<file path="config.mk">
export PLATFORM = sky130hd
export DESIGN_NAME = tpf_frame_timing
export DESIGN_NICKNAME = d
export VERILOG_FILES = /design/src/design/tpf_pkg.sv /design/src/design/tpf_frame_timing.sv
export SDC_FILE = /design/constraint.sdc
export NUM_CORES = 1
export LEC_CHECK = 0
export BUFFER_PORTS_ARGS = -buffer_cell sky130_fd_sc_hd__buf_4
export CAP_MARGIN = 20
export CORE_MARGIN = 2
export CORE_UTILIZATION = 25
export DETAILED_ROUTE_END_ITERATION = 10
export SYNTH_ARGS = -nofsm -noshare
export SYNTH_HDL_FRONTEND = slang
export SYNTH_SLANG_ARGS = --single-unit
</file>
<file path="constraint.sdc">
create_clock -name clk_sys -period 5.3 [get_ports clk_sys]
set_clock_uncertainty 0.2 [all_clocks]
set_input_delay 0.265 -clock clk_sys [delete_from_list [all_inputs] [get_ports clk_sys]]
set_output_delay 0.265 -clock clk_sys [all_outputs]
set_load 0.02 [all_outputs]
</file>
<file path="src/design/tpf_pkg.sv">
// Package for the test pattern frame timing block: register map, reset values,
// field positions, output carriers and sequencer states.
// Assumes byte-wide registers reached through the device's internal register port.
package tpf_pkg;
	localparam logic [7:0] ADDR_CTL = 8'h01;
	localparam logic [7:0] ADDR_CFG = 8'h02;
	localparam logic [7:0] ADDR_CSI = 8'h03;
	localparam logic [7:0] ADDR_LINE_HI = 8'h04;
	localparam logic [7:0] ADDR_LINE_LO = 8'h05;
	localparam logic [7:0] ADDR_BAR_HI = 8'h06;
	localparam logic [7:0] ADDR_BAR_LO = 8'h07;
	localparam logic [7:0] ADDR_ACT_HI = 8'h08;
	localparam logic [7:0] ADDR_ACT_LO = 8'h09;
	localparam logic [7:0] ADDR_TOT_HI = 8'h0a;
	localparam logic [7:0] ADDR_TOT_LO = 8'h0b;
	localparam logic [7:0] ADDR_PD_HI = 8'h0c;
	localparam logic [7:0] ADDR_PD_LO = 8'h0d;
	localparam logic [7:0] ADDR_VBP = 8'h0e;
	localparam logic [7:0] ADDR_VFP = 8'h0f;
	localparam logic [7:0] RST_CTL = 8'h00;
	localparam logic [7:0] RST_CFG = 8'h33;
	localparam logic [7:0] RST_CSI = 8'h24;
	localparam logic [7:0] RST_LINE_HI = 8'h07;
	localparam logic [7:0] RST_LINE_LO = 8'h80;
	localparam logic [7:0] RST_BAR_HI = 8'h00;
	localparam logic [7:0] RST_BAR_LO = 8'hf0;
	localparam logic [7:0] RST_ACT_HI = 8'h01;
	localparam logic [7:0] RST_ACT_LO = 8'he0;
	localparam logic [7:0] RST_TOT_HI = 8'h02;
	localparam logic [7:0] RST_TOT_LO = 8'h0d;
	localparam logic [7:0] RST_PD_HI = 8'h0c;
	localparam logic [7:0] RST_PD_LO = 8'h67;
	localparam logic [7:0] RST_VBP = 8'h21;
	localparam logic [7:0] RST_VFP = 8'h0a;
	// Index 0 is unmapped and stays zero
	localparam logic [15:0][7:0] REG_RESET = {RST_VFP, RST_VBP, RST_PD_LO, RST_PD_HI,
		RST_TOT_LO, RST_TOT_HI, RST_ACT_LO, RST_ACT_HI, RST_BAR_LO, RST_BAR_HI,
		RST_LINE_LO, RST_LINE_HI, RST_CSI, RST_CFG, RST_CTL, 8'h00};
	// Writable bits per register; reserved bits read zero
	localparam logic [7:0] MASK_CTL = 8'h01;
	localparam logic [7:0] MASK_CFG = 8'hbf;
	localparam logic [7:0] MASK_FULL = 8'hff;
	localparam int CTL_ON_BIT = 0;
	localparam int CFG_FIXED_BIT = 7;
	localparam int CFG_BARS_LSB = 4;
	localparam int CFG_BLOCK_LSB = 0;
	localparam int CSI_VC_LSB = 6;
	localparam int CSI_DT_LSB = 0;

	typedef struct packed {
		logic frame_start;
		logic frame_end;
		logic blank_line;
		logic line_start;
		logic [1:0] packet_virtual_channel;
		logic [5:0] packet_data_type;
		logic [15:0] word_count;
	} tpf_pkt_t;

	typedef struct packed {
		logic valid;
		logic last;
		logic [3:0] color_idx;
	} tpf_byte_t;

	typedef enum logic [1:0] {ST_IDLE, ST_WAIT, ST_ACTIVE} tpf_state_t;
endpackage : tpf_pkg

</file>
<file path="src/design/tpf_frame_timing.sv">
// Frame and line timing of the built-in test pattern generator.
// Assumes period_tick pulses once per 40/forward_link_rate unit, in clk_sys.
// Operation
// Active line carries line-size bytes
// Non-final bars are bar-size bytes wide
// Final bar takes the remaining bytes
// Bar size from offsets 0x6, 0x7
// Active-lines setting gives active lines per frame
// Frame spans total-lines count including blanking
// Lines spaced by line period units
// Back porch blank lines after frame start
// Front porch blank lines before frame end
// Generator runs only while enabled
// Bar count select gives 1/2/4/8 bars
// Fixed select chooses fixed color pattern
// Packets carry programmed channel and type
// Line timer paces blank lines too
`timescale 1ns/1ps
`default_nettype none
module tpf_frame_timing (
	input wire logic clk_sys,
	input wire logic arst_n,
	input wire logic [7:0] reg_addr,
	input wire logic reg_wr_en,
	input wire logic reg_rd_en,
	input wire logic [7:0] reg_wdata,
	output logic [7:0] reg_rdata,
	input wire logic period_tick,
	input wire logic byte_ready,
	output tpf_pkg::tpf_pkt_t pkt_out,
	output tpf_pkg::tpf_byte_t byte_out,
	output logic frame_busy
);
	logic [15:0][7:0] regs_reg, regs_next;
	logic [7:0] rdata_reg, rdata_next;
	logic [15:0] per_cnt_reg, per_cnt_next;
	tpf_pkg::tpf_state_t state_reg, state_next;
	logic [15:0] line_idx_reg, line_idx_next;
	logic pend_reg, pend_next, fe_done_reg, fe_done_next;
	logic [15:0] byte_cnt_reg, byte_cnt_next, bar_cnt_reg, bar_cnt_next;
	logic [3:0] bar_idx_reg, bar_idx_next, fix_cnt_reg, fix_cnt_next;
	tpf_pkg::tpf_pkt_t pkt_reg, pkt_next;

	function automatic logic [7:0] wr_mask(input logic [3:0] idx);
		unique case (idx)
			tpf_pkg::ADDR_CTL[3:0]: wr_mask = tpf_pkg::MASK_CTL;
			tpf_pkg::ADDR_CFG[3:0]: wr_mask = tpf_pkg::MASK_CFG;
			4'h0: wr_mask = 8'h00;
			default: wr_mask = tpf_pkg::MASK_FULL;
		endcase
	endfunction : wr_mask

	function automatic logic map_hit(input logic [7:0] a);
		map_hit = (a[7:4] == 4'h0) && (a[3:0] != 4'h0);
	endfunction : map_hit

	logic on, fixed, start, boundary, byte_acc, is_last, last_bar, wrap;
	logic [7:0] cfg, csi;
	logic [15:0] line_bytes, bar_width, act_lines, tot_lines, period;
	logic [7:0] vbp, vfp;
	logic [3:0] nbars, block;
	logic [17:0] act_end, fe_line;

	assign on = regs_reg[tpf_pkg::ADDR_CTL[3:0]][tpf_pkg::CTL_ON_BIT];
	assign cfg = regs_reg[tpf_pkg::ADDR_CFG[3:0]];
	assign csi = regs_reg[tpf_pkg::ADDR_CSI[3:0]];
	assign fixed = cfg[tpf_pkg::CFG_FIXED_BIT];
	// bar count decode
	assign nbars = 4'(4'h1 << cfg[tpf_pkg::CFG_BARS_LSB +: 2]);
	// Block size 0 would wrap on every byte, so it acts as 1
	assign block = (cfg[tpf_pkg::CFG_BLOCK_LSB +: 4] == 4'h0) ? 4'h1
		: cfg[tpf_pkg::CFG_BLOCK_LSB +: 4];
	assign line_bytes = {regs_reg[tpf_pkg::ADDR_LINE_HI[3:0]], regs_reg[tpf_pkg::ADDR_LINE_LO[3:0]]};
	// bar size bytes
	assign bar_width = {regs_reg[tpf_pkg::ADDR_BAR_HI[3:0]], regs_reg[tpf_pkg::ADDR_BAR_LO[3:0]]};
	assign act_lines = {regs_reg[tpf_pkg::ADDR_ACT_HI[3:0]], regs_reg[tpf_pkg::ADDR_ACT_LO[3:0]]};
	assign tot_lines = {regs_reg[tpf_pkg::ADDR_TOT_HI[3:0]], regs_reg[tpf_pkg::ADDR_TOT_LO[3:0]]};
	assign period = {regs_reg[tpf_pkg::ADDR_PD_HI[3:0]], regs_reg[tpf_pkg::ADDR_PD_LO[3:0]]};
	assign vbp = regs_reg[tpf_pkg::ADDR_VBP[3:0]];
	assign vfp = regs_reg[tpf_pkg::ADDR_VFP[3:0]];
	assign act_end = 18'(vbp) + 18'(act_lines);
	assign fe_line = act_end + 18'(vfp);

	// Register port
	always_comb begin
		regs_next = regs_reg;
		rdata_next = rdata_reg;
		if (reg_wr_en && map_hit(reg_addr)) begin
			regs_next[reg_addr[3:0]] = reg_wdata & wr_mask(reg_addr[3:0]);
		end
		if (reg_rd_en) begin
			rdata_next = map_hit(reg_addr) ? regs_reg[reg_addr[3:0]] : 8'h00;
		end
	end

	always_ff @(posedge clk_sys or negedge arst_n) begin
		if (!arst_n) begin
			regs_reg <= tpf_pkg::REG_RESET;
			rdata_reg <= 8'h00;
		end else begin
			regs_reg <= regs_next;
			rdata_reg <= rdata_next;
		end
	end
	assign reg_rdata = rdata_reg;

	// line period timer, period 0 acts as 1
	assign boundary = on && period_tick && (per_cnt_reg + 16'h0001 >= period);
	always_comb begin
		per_cnt_next = per_cnt_reg;
		if (!on || boundary) begin
			per_cnt_next = 16'h0000;
		end else if (period_tick) begin
			per_cnt_next = per_cnt_reg + 16'h0001;
		end
	end

	// every line, blank or active, waits for a boundary
	assign start = on && pend_reg && (state_reg != tpf_pkg::ST_ACTIVE);
	assign byte_acc = (state_reg == tpf_pkg::ST_ACTIVE) && byte_ready;
	assign is_last = (byte_cnt_reg == line_bytes - 16'h0001);
	assign last_bar = (bar_idx_reg == nbars - 4'h1);
	// frame wraps after total-lines lines
	assign wrap = (17'(line_idx_reg) + 17'h0_0001 >= 17'(tot_lines));

	always_comb begin
		state_next = state_reg;
		line_idx_next = line_idx_reg;
		fe_done_next = fe_done_reg;
		byte_cnt_next = byte_cnt_reg;
		bar_cnt_next = bar_cnt_reg;
		bar_idx_next = bar_idx_reg;
		fix_cnt_next = fix_cnt_reg;
		// A boundary in the same cycle as the start keeps the request
		pend_next = boundary || (pend_reg && !start);
		pkt_next = '0;
		// channel and type from register
		pkt_next.packet_virtual_channel = csi[tpf_pkg::CSI_VC_LSB +: 2];
		pkt_next.packet_data_type = csi[tpf_pkg::CSI_DT_LSB +: 6];
		pkt_next.word_count = line_bytes;
		if (!on) begin
			// disabled generator idles
			state_next = tpf_pkg::ST_IDLE;
			line_idx_next = 16'h0000;
			pend_next = 1'b0;
			fe_done_next = 1'b0;
		end else if (start) begin
			state_next = tpf_pkg::ST_WAIT;
			line_idx_next = wrap ? 16'h0000 : line_idx_reg + 16'h0001;
			if (line_idx_reg == 16'h0000) begin
				pkt_next.frame_start = 1'b1;
				fe_done_next = 1'b0;
			end
			if (18'(line_idx_reg) < 18'(vbp)) begin
				// back porch
				pkt_next.blank_line = 1'b1;
			end else if (18'(line_idx_reg) < act_end) begin
				// active line
				pkt_next.line_start = 1'b1;
				byte_cnt_next = 16'h0000;
				bar_cnt_next = 16'h0000;
				bar_idx_next = 4'h0;
				fix_cnt_next = 4'h0;
				if (line_bytes != 16'h0000) begin
					state_next = tpf_pkg::ST_ACTIVE;
				end
			end else if (18'(line_idx_reg) < fe_line) begin
				// front porch
				pkt_next.blank_line = 1'b1;
			end else if (!fe_done_reg) begin
				pkt_next.frame_end = 1'b1;
				fe_done_next = 1'b1;
			end
			// Short total count still closes the frame it opened
			if (wrap && !fe_done_reg && (18'(line_idx_reg) < fe_line)) begin
				pkt_next.frame_end = 1'b1;
			end
		end else if (byte_acc) begin
			if (is_last) begin
				// line ends at line size
				state_next = tpf_pkg::ST_WAIT;
			end else begin
				byte_cnt_next = byte_cnt_reg + 16'h0001;
				fix_cnt_next = (fix_cnt_reg + 4'h1 >= block) ? 4'h0 : fix_cnt_reg + 4'h1;
				// bar advances at bar size
				if ((bar_cnt_reg + 16'h0001 >= bar_width) && !last_bar) begin
					bar_idx_next = bar_idx_reg + 4'h1;
					bar_cnt_next = 16'h0000;
				end else begin
					// final bar absorbs the rest
					bar_cnt_next = bar_cnt_reg + 16'h0001;
				end
			end
		end
	end

	always_ff @(posedge clk_sys or negedge arst_n) begin
		if (!arst_n) begin
			per_cnt_reg <= 16'h0000;
			state_reg <= tpf_pkg::ST_IDLE;
			line_idx_reg <= 16'h0000;
			pend_reg <= 1'b0;
			fe_done_reg <= 1'b0;
			byte_cnt_reg <= 16'h0000;
			bar_cnt_reg <= 16'h0000;
			bar_idx_reg <= 4'h0;
			fix_cnt_reg <= 4'h0;
			pkt_reg <= '0;
		end else begin
			per_cnt_reg <= per_cnt_next;
			state_reg <= state_next;
			line_idx_reg <= line_idx_next;
			pend_reg <= pend_next;
			fe_done_reg <= fe_done_next;
			byte_cnt_reg <= byte_cnt_next;
			bar_cnt_reg <= bar_cnt_next;
			bar_idx_reg <= bar_idx_next;
			fix_cnt_reg <= fix_cnt_next;
			pkt_reg <= pkt_next;
		end
	end

	assign pkt_out = pkt_reg;
	assign byte_out.valid = (state_reg == tpf_pkg::ST_ACTIVE);
	assign byte_out.last = (state_reg == tpf_pkg::ST_ACTIVE) && is_last;
	// fixed pattern walks the block, bars otherwise
	assign byte_out.color_idx = fixed ? fix_cnt_reg : bar_idx_reg;
	assign frame_busy = (state_reg != tpf_pkg::ST_IDLE);
endmodule : tpf_frame_timing
`default_nettype wire

</file>
After elaboration in Yosys (flattened, before gate mapping) --
Cells that the tools add are included.
Word-level totals: register bits after elaboration 240, memories 0, word-level logic and storage cells 160, memory bits (read-only) 0, output and inout port bits 43, RAM bits 0, input port bits 22, latch bits 0
Cells by class: div/mod/pow operators 0, reductions and logical operators 32, add/subtract/negate cells 11, equality and inequality tests 12, bitwise gates (word level) 1, shift operators 1, multiply operators 0, magnitude comparators 9, multiplexer cells 61
Operators by type and width (number):
- $mux W16 | 14
- $bwmux W128 | 1
- $add A16 B1 Y16 const B | 4
- $mux W4 | 14
- $bmux W8 S4 | 1
- $demux W8 S4 | 1
- $ge A16 B16 Y1 | 2
- $mux W8 | 4
- $pmux W8 S3 | 1
- $add A17 B8 Y18 | 1
- $lt A16 B18 Y1 | 1
- $add A16 B1 Y17 const B | 1
- $add A8 B16 Y17 | 1
- $ge A17 B16 Y1 | 1
- $lt A16 B17 Y1 | 1
- $mux W1 | 17
- $eq A16 B16 Y1 | 1
- $logic_not A16 Y1 | 1
- $lt A16 B8 Y1 | 1
- $mux W2 | 8
- $reduce_bool A16 Y1 | 1
- $sub A16 B1 Y16 const B | 1
- $logic_and A1 B1 Y1 | 13
- $logic_not A4 Y1 | 3
- other kinds (21) | 33

Longest topological paths before layout --
depth after elaboration 9, depth in mapped cells 22, mapped depth without buffers 22

Worst setup path before layout --
No wires, ideal clock.
path kind reg2reg, start reg regs_reg, in the netlist vbp[0], end reg pkt_reg, in the netlist pkt_out[26], required time 4975 ps, cell stages (with the launch flop) 22, library setup time 125 ps, period minus slack after synthesis 4791 ps, arrival time 4467 ps, path buffers 0, slack 509 ps, cell sequence dfstp_2 -> ha_1 -> inv_1 -> fa_1 -> nand2b_1 -> a21oi_1 -> nor2_1 -> xnor2_1 -> ha_1 -> or3_1 -> a311o_1 -> o211ai_1 -> or4_1 -> xnor2_1 -> ha_1 -> nor2b_1 -> o21ai_0 -> nand2b_1 -> a2111oi_0 -> a21oi_1 -> o31ai_1 -> mux2_2
RTL lines:
- start, declared | RTL line tpf_frame_timing.sv:34 | logic [15:0][7:0] regs_reg, regs_next;
- start signal, assigned | RTL line tpf_frame_timing.sv:98 | regs_reg <= tpf_pkg::REG_RESET;
- start signal, assigned | RTL line tpf_frame_timing.sv:101 | regs_reg <= regs_next;
- end signal, assigned | RTL line tpf_frame_timing.sv:219 | pkt_reg <= pkt_next;
- end, declared | RTL line tpf_frame_timing.sv:42 | tpf_pkg::tpf_pkt_t pkt_reg, pkt_next;

==> results.yml <==
sta:
  hold_ws_ns: 0.08296
  drv_slew: 0
  min_period_ns: 5.041
  setup-violations-final: 0
  slew_headroom: 0.3736
  fmax_mhz: 198.4
  tightest_slew_ns: 0.9373
  post-route-period-util: 0.9510
  hold_viol: 0
worst_hold_path:
  hp-class: "input pin to flip-flop"
  min_path_cells: 4
synth:
  synth_largest_area_cell: "dfrtp_1"
  synth_top_cell_area_share: 0.3453
  synth_edf_count: 0
  synth_cell_types: 76
  synth_top_family_by_area: "simple AND/OR/NAND/NOR gates"
  postSynthAreaPerCell_sq_um: 10.12
  ys_top_cells_by_area: "dfrtp_1, ha_1, mux4_2"
  yosysWarnings: 0
  synth_area_sq_mm: 0.01500
  synth_commonest_cells: "dfrtp_1, nand2_1, o21ai_0"
  synth_seq_cells: 240
  synth-compound-area-share: 0.1405
  synthAdderAreaFrac: 0.09776
  yosysMostFrequentCell: "dfrtp_1"
  ys_seq_area_frac: 0.4031
  async_flop_share: 1.000
  syn_inst: 1483
  syn_nets: 1621
  synth_xor_area_frac: 0.04963
  synth_top_flop_cell: "dfrtp_1"
  muxShareOfSynthArea: 0.1058
  synthSimpleGateAreaFrac: 0.1558
finish:
  fin_nets: 1673
  num-fill-cells: 6022
  layout-drive-gt1-share: 0.2095
  final_area_sq_mm: 0.01741
  largest_register_ffs: 31
  syn_to_final_growth_pct: 16.03
  diodes: 0
floorplan:
  die_h_um: 249.0
  num_rows: 89
  design.die.area_sq_mm: 0.06198
  die_w_um: 249.0
  initial_core_util: 0.2537
  core-area_sq_mm: 0.05913
  ios: 65
cts:
  cts_made_buffers: 27
  cts_buffer_depth: 3
  path_clk_slew_ns: 0.06
  cts_sinks: 240
  htreeDepth: 1
  cts-root-buf: "clkbuf_16"
  cts_tree: "built"
  clock_latency_ns: 0.56
placed_design:
  portBuffers: 64
  gp_congestion: 0.8719
  placedInstanceArea_sq_mm: 0.01634
  dp_hpwl_um: 32590
power_and_ir_drop:
  total_power_uw: 4661
  power_density_mw_per_mm2: 267.8
  p_leak_uw: 0.008019
  peakVddDrop_uv: 225.1
drt:
  drt_iter0_drc: 908
  wirelength_um: 43940
  wl_per_cell_um: 18.87
  drc: 0
  viasPerCell: 5.015
  drtPass1Iterations: 5
  drtAntennaViolNets: 0
  num_vias: 11680
outcome:
  status: "completed"
global_route:
  grt_usage: 0.1416
  grt_antenna_before_repair: 5
  grt_pass1_wl_um: 69760
  grt_max_degree: 108
  grt_overflow_total: 0
  grt_pass1_vias: 11600
setup_path:
  required_ns: 5.54
  critPathKind: "flip-flop to flip-flop"
  end_kind: "flip-flop"
  worstPathCellList: "ha_1 -> inv_1 -> fa_2 -> nand2b_1 -> a21oi_2 -> nor2_1 -> xnor2_2 -> ha_2 -> or3_1 -> a311o_1 -> o211ai_1 -> buf_4 -> o31ai_1 -> xnor2_1 -> ha_1 -> a21oi_1 -> nor2b_1 -> o21ai_0 -> nand2b_1 -> a2111oi_4 -> a21oi_2 -> o31ai_4 -> mux2_2"
  startpoint_type: "flip-flop"
  critPathSlowestCell: "dfstp_2"
  max_stage_delay_ns: 0.55
  worst_ep_arrival_time_ns: 5.29
  reg2regPathDepth: 23
  crit_fanout: 4
flow_run:
  cap_violations: 0
repair_timing:
action                     CTS  global route
buffers inserted             0             1
hold endpoints to repair   119             0
resized for setup            0            17
setup endpoints to repair    0             3
hold buffers                 5             0
path summary, 6_finish.rpt:
kind,slack [ns],end,start
setup reg to reg,0.26,pkt_out[26],vbp[0]
hold reg to reg,0.17,regs_reg[2],regs_reg[2]
max in group asynchronous,3.70,csi[5],arst_n
setup / recovery,0.26,pkt_out[26],vbp[0]
min in group asynchronous,0.11,pkt_out[16],arst_n
hold / removal,0.08,reg_rdata[6],reg_addr[3]
cell families (layout without fill, tap and decap cells):
family | Yosys count | after routing
buffers and inverters | 176 | 249
xor gates and xnor gates | 85 | 85
adders and majority gates | 116 | 116
AOI/OAI and AO/OA | 317 | 317
and+or+nand+nor | 448 | 448
DFF | 240 | 240
muxes | 101 | 101
layout make-up:
class                      instances  area [sq um]  area share
sequential                       240          6047      0.3474
inverter                         106         397.9     0.02286
timing repair buffer              93         730.7     0.04198
tap                              773         967.2     0.05557
clock buffer                      38         757.0     0.04349
multi-input combinational       1067          8330      0.4786
clock inverter                    12         175.2     0.01006
worst max-delay path: cells and delay by family (launching register included):
family                     cells  cell delay, ns
buffers and inverters          2            0.22
AOI/OAI and AO/OA              9            1.55
muxes                          1            0.38
adders and majority gates      4            0.96
DFF                            1            0.55
and+or+nand+nor                5            0.78
xor gates and xnor gates       2            0.31
through the flow:
step	setup slack, ns	setup TNS [ns]	cells	util
floorplan	0.5088	0	1483	-
global placement	0.1392	0	2273	0.2763
detailed placement	0.05425	0	2273	0.2763
CTS	0.04577	0	2328	0.2929
global route	-0.03086	-0.03086	2329	0.2944
finish	0.2595	0	2329	0.2944
layer usage:
metal,GRT usage,up-vias,wire [um]
met3,0.02821,73,2820
met4,0.03255,8,1073
met1,0.1962,5828,20020
met2,0.2268,327,19970
met5,0,-,51
li1,-,5444,-
power by group:
group | leakage, uW | internal, uW | switching (uW) | total (uW)
Combinational | 0.00461 | 287 | 393 | 680
Sequential | 0.00296 | 1910 | 68.9 | 1980
Clock | 0.000448 | 1190 | 812 | 2000
placed cells by master (no fill, tap or decap), types with 6 or more instances in the layout:
cell,count
a211oi_1,9
a22o_1,18
and3_1,17
o22ai_1,16
nor2_1,69
dfrtp_1,207
o211ai_1,7
buf_4,86
nor3b_1,8
nand3_1,42
nand2b_1,21
nand2_1,143
nor3_1,20
ha_1,112
a21oi_2,11
nor2b_1,27
mux4_2,39
and2_1,12
a31oi_1,6
or2_2,9
o21a_1,7
a21oi_1,33
o31ai_1,13
or3_1,9
dfstp_2,33
nand4_1,29
xnor2_1,54
clkbuf_1,7
mux2_2,57
clkbuf_16,27
xor2_1,28
and4_1,6
o21ai_0,114
o21ai_1,6
a21o_1,22
inv_1,106
(Power assumes the default switching activity.)
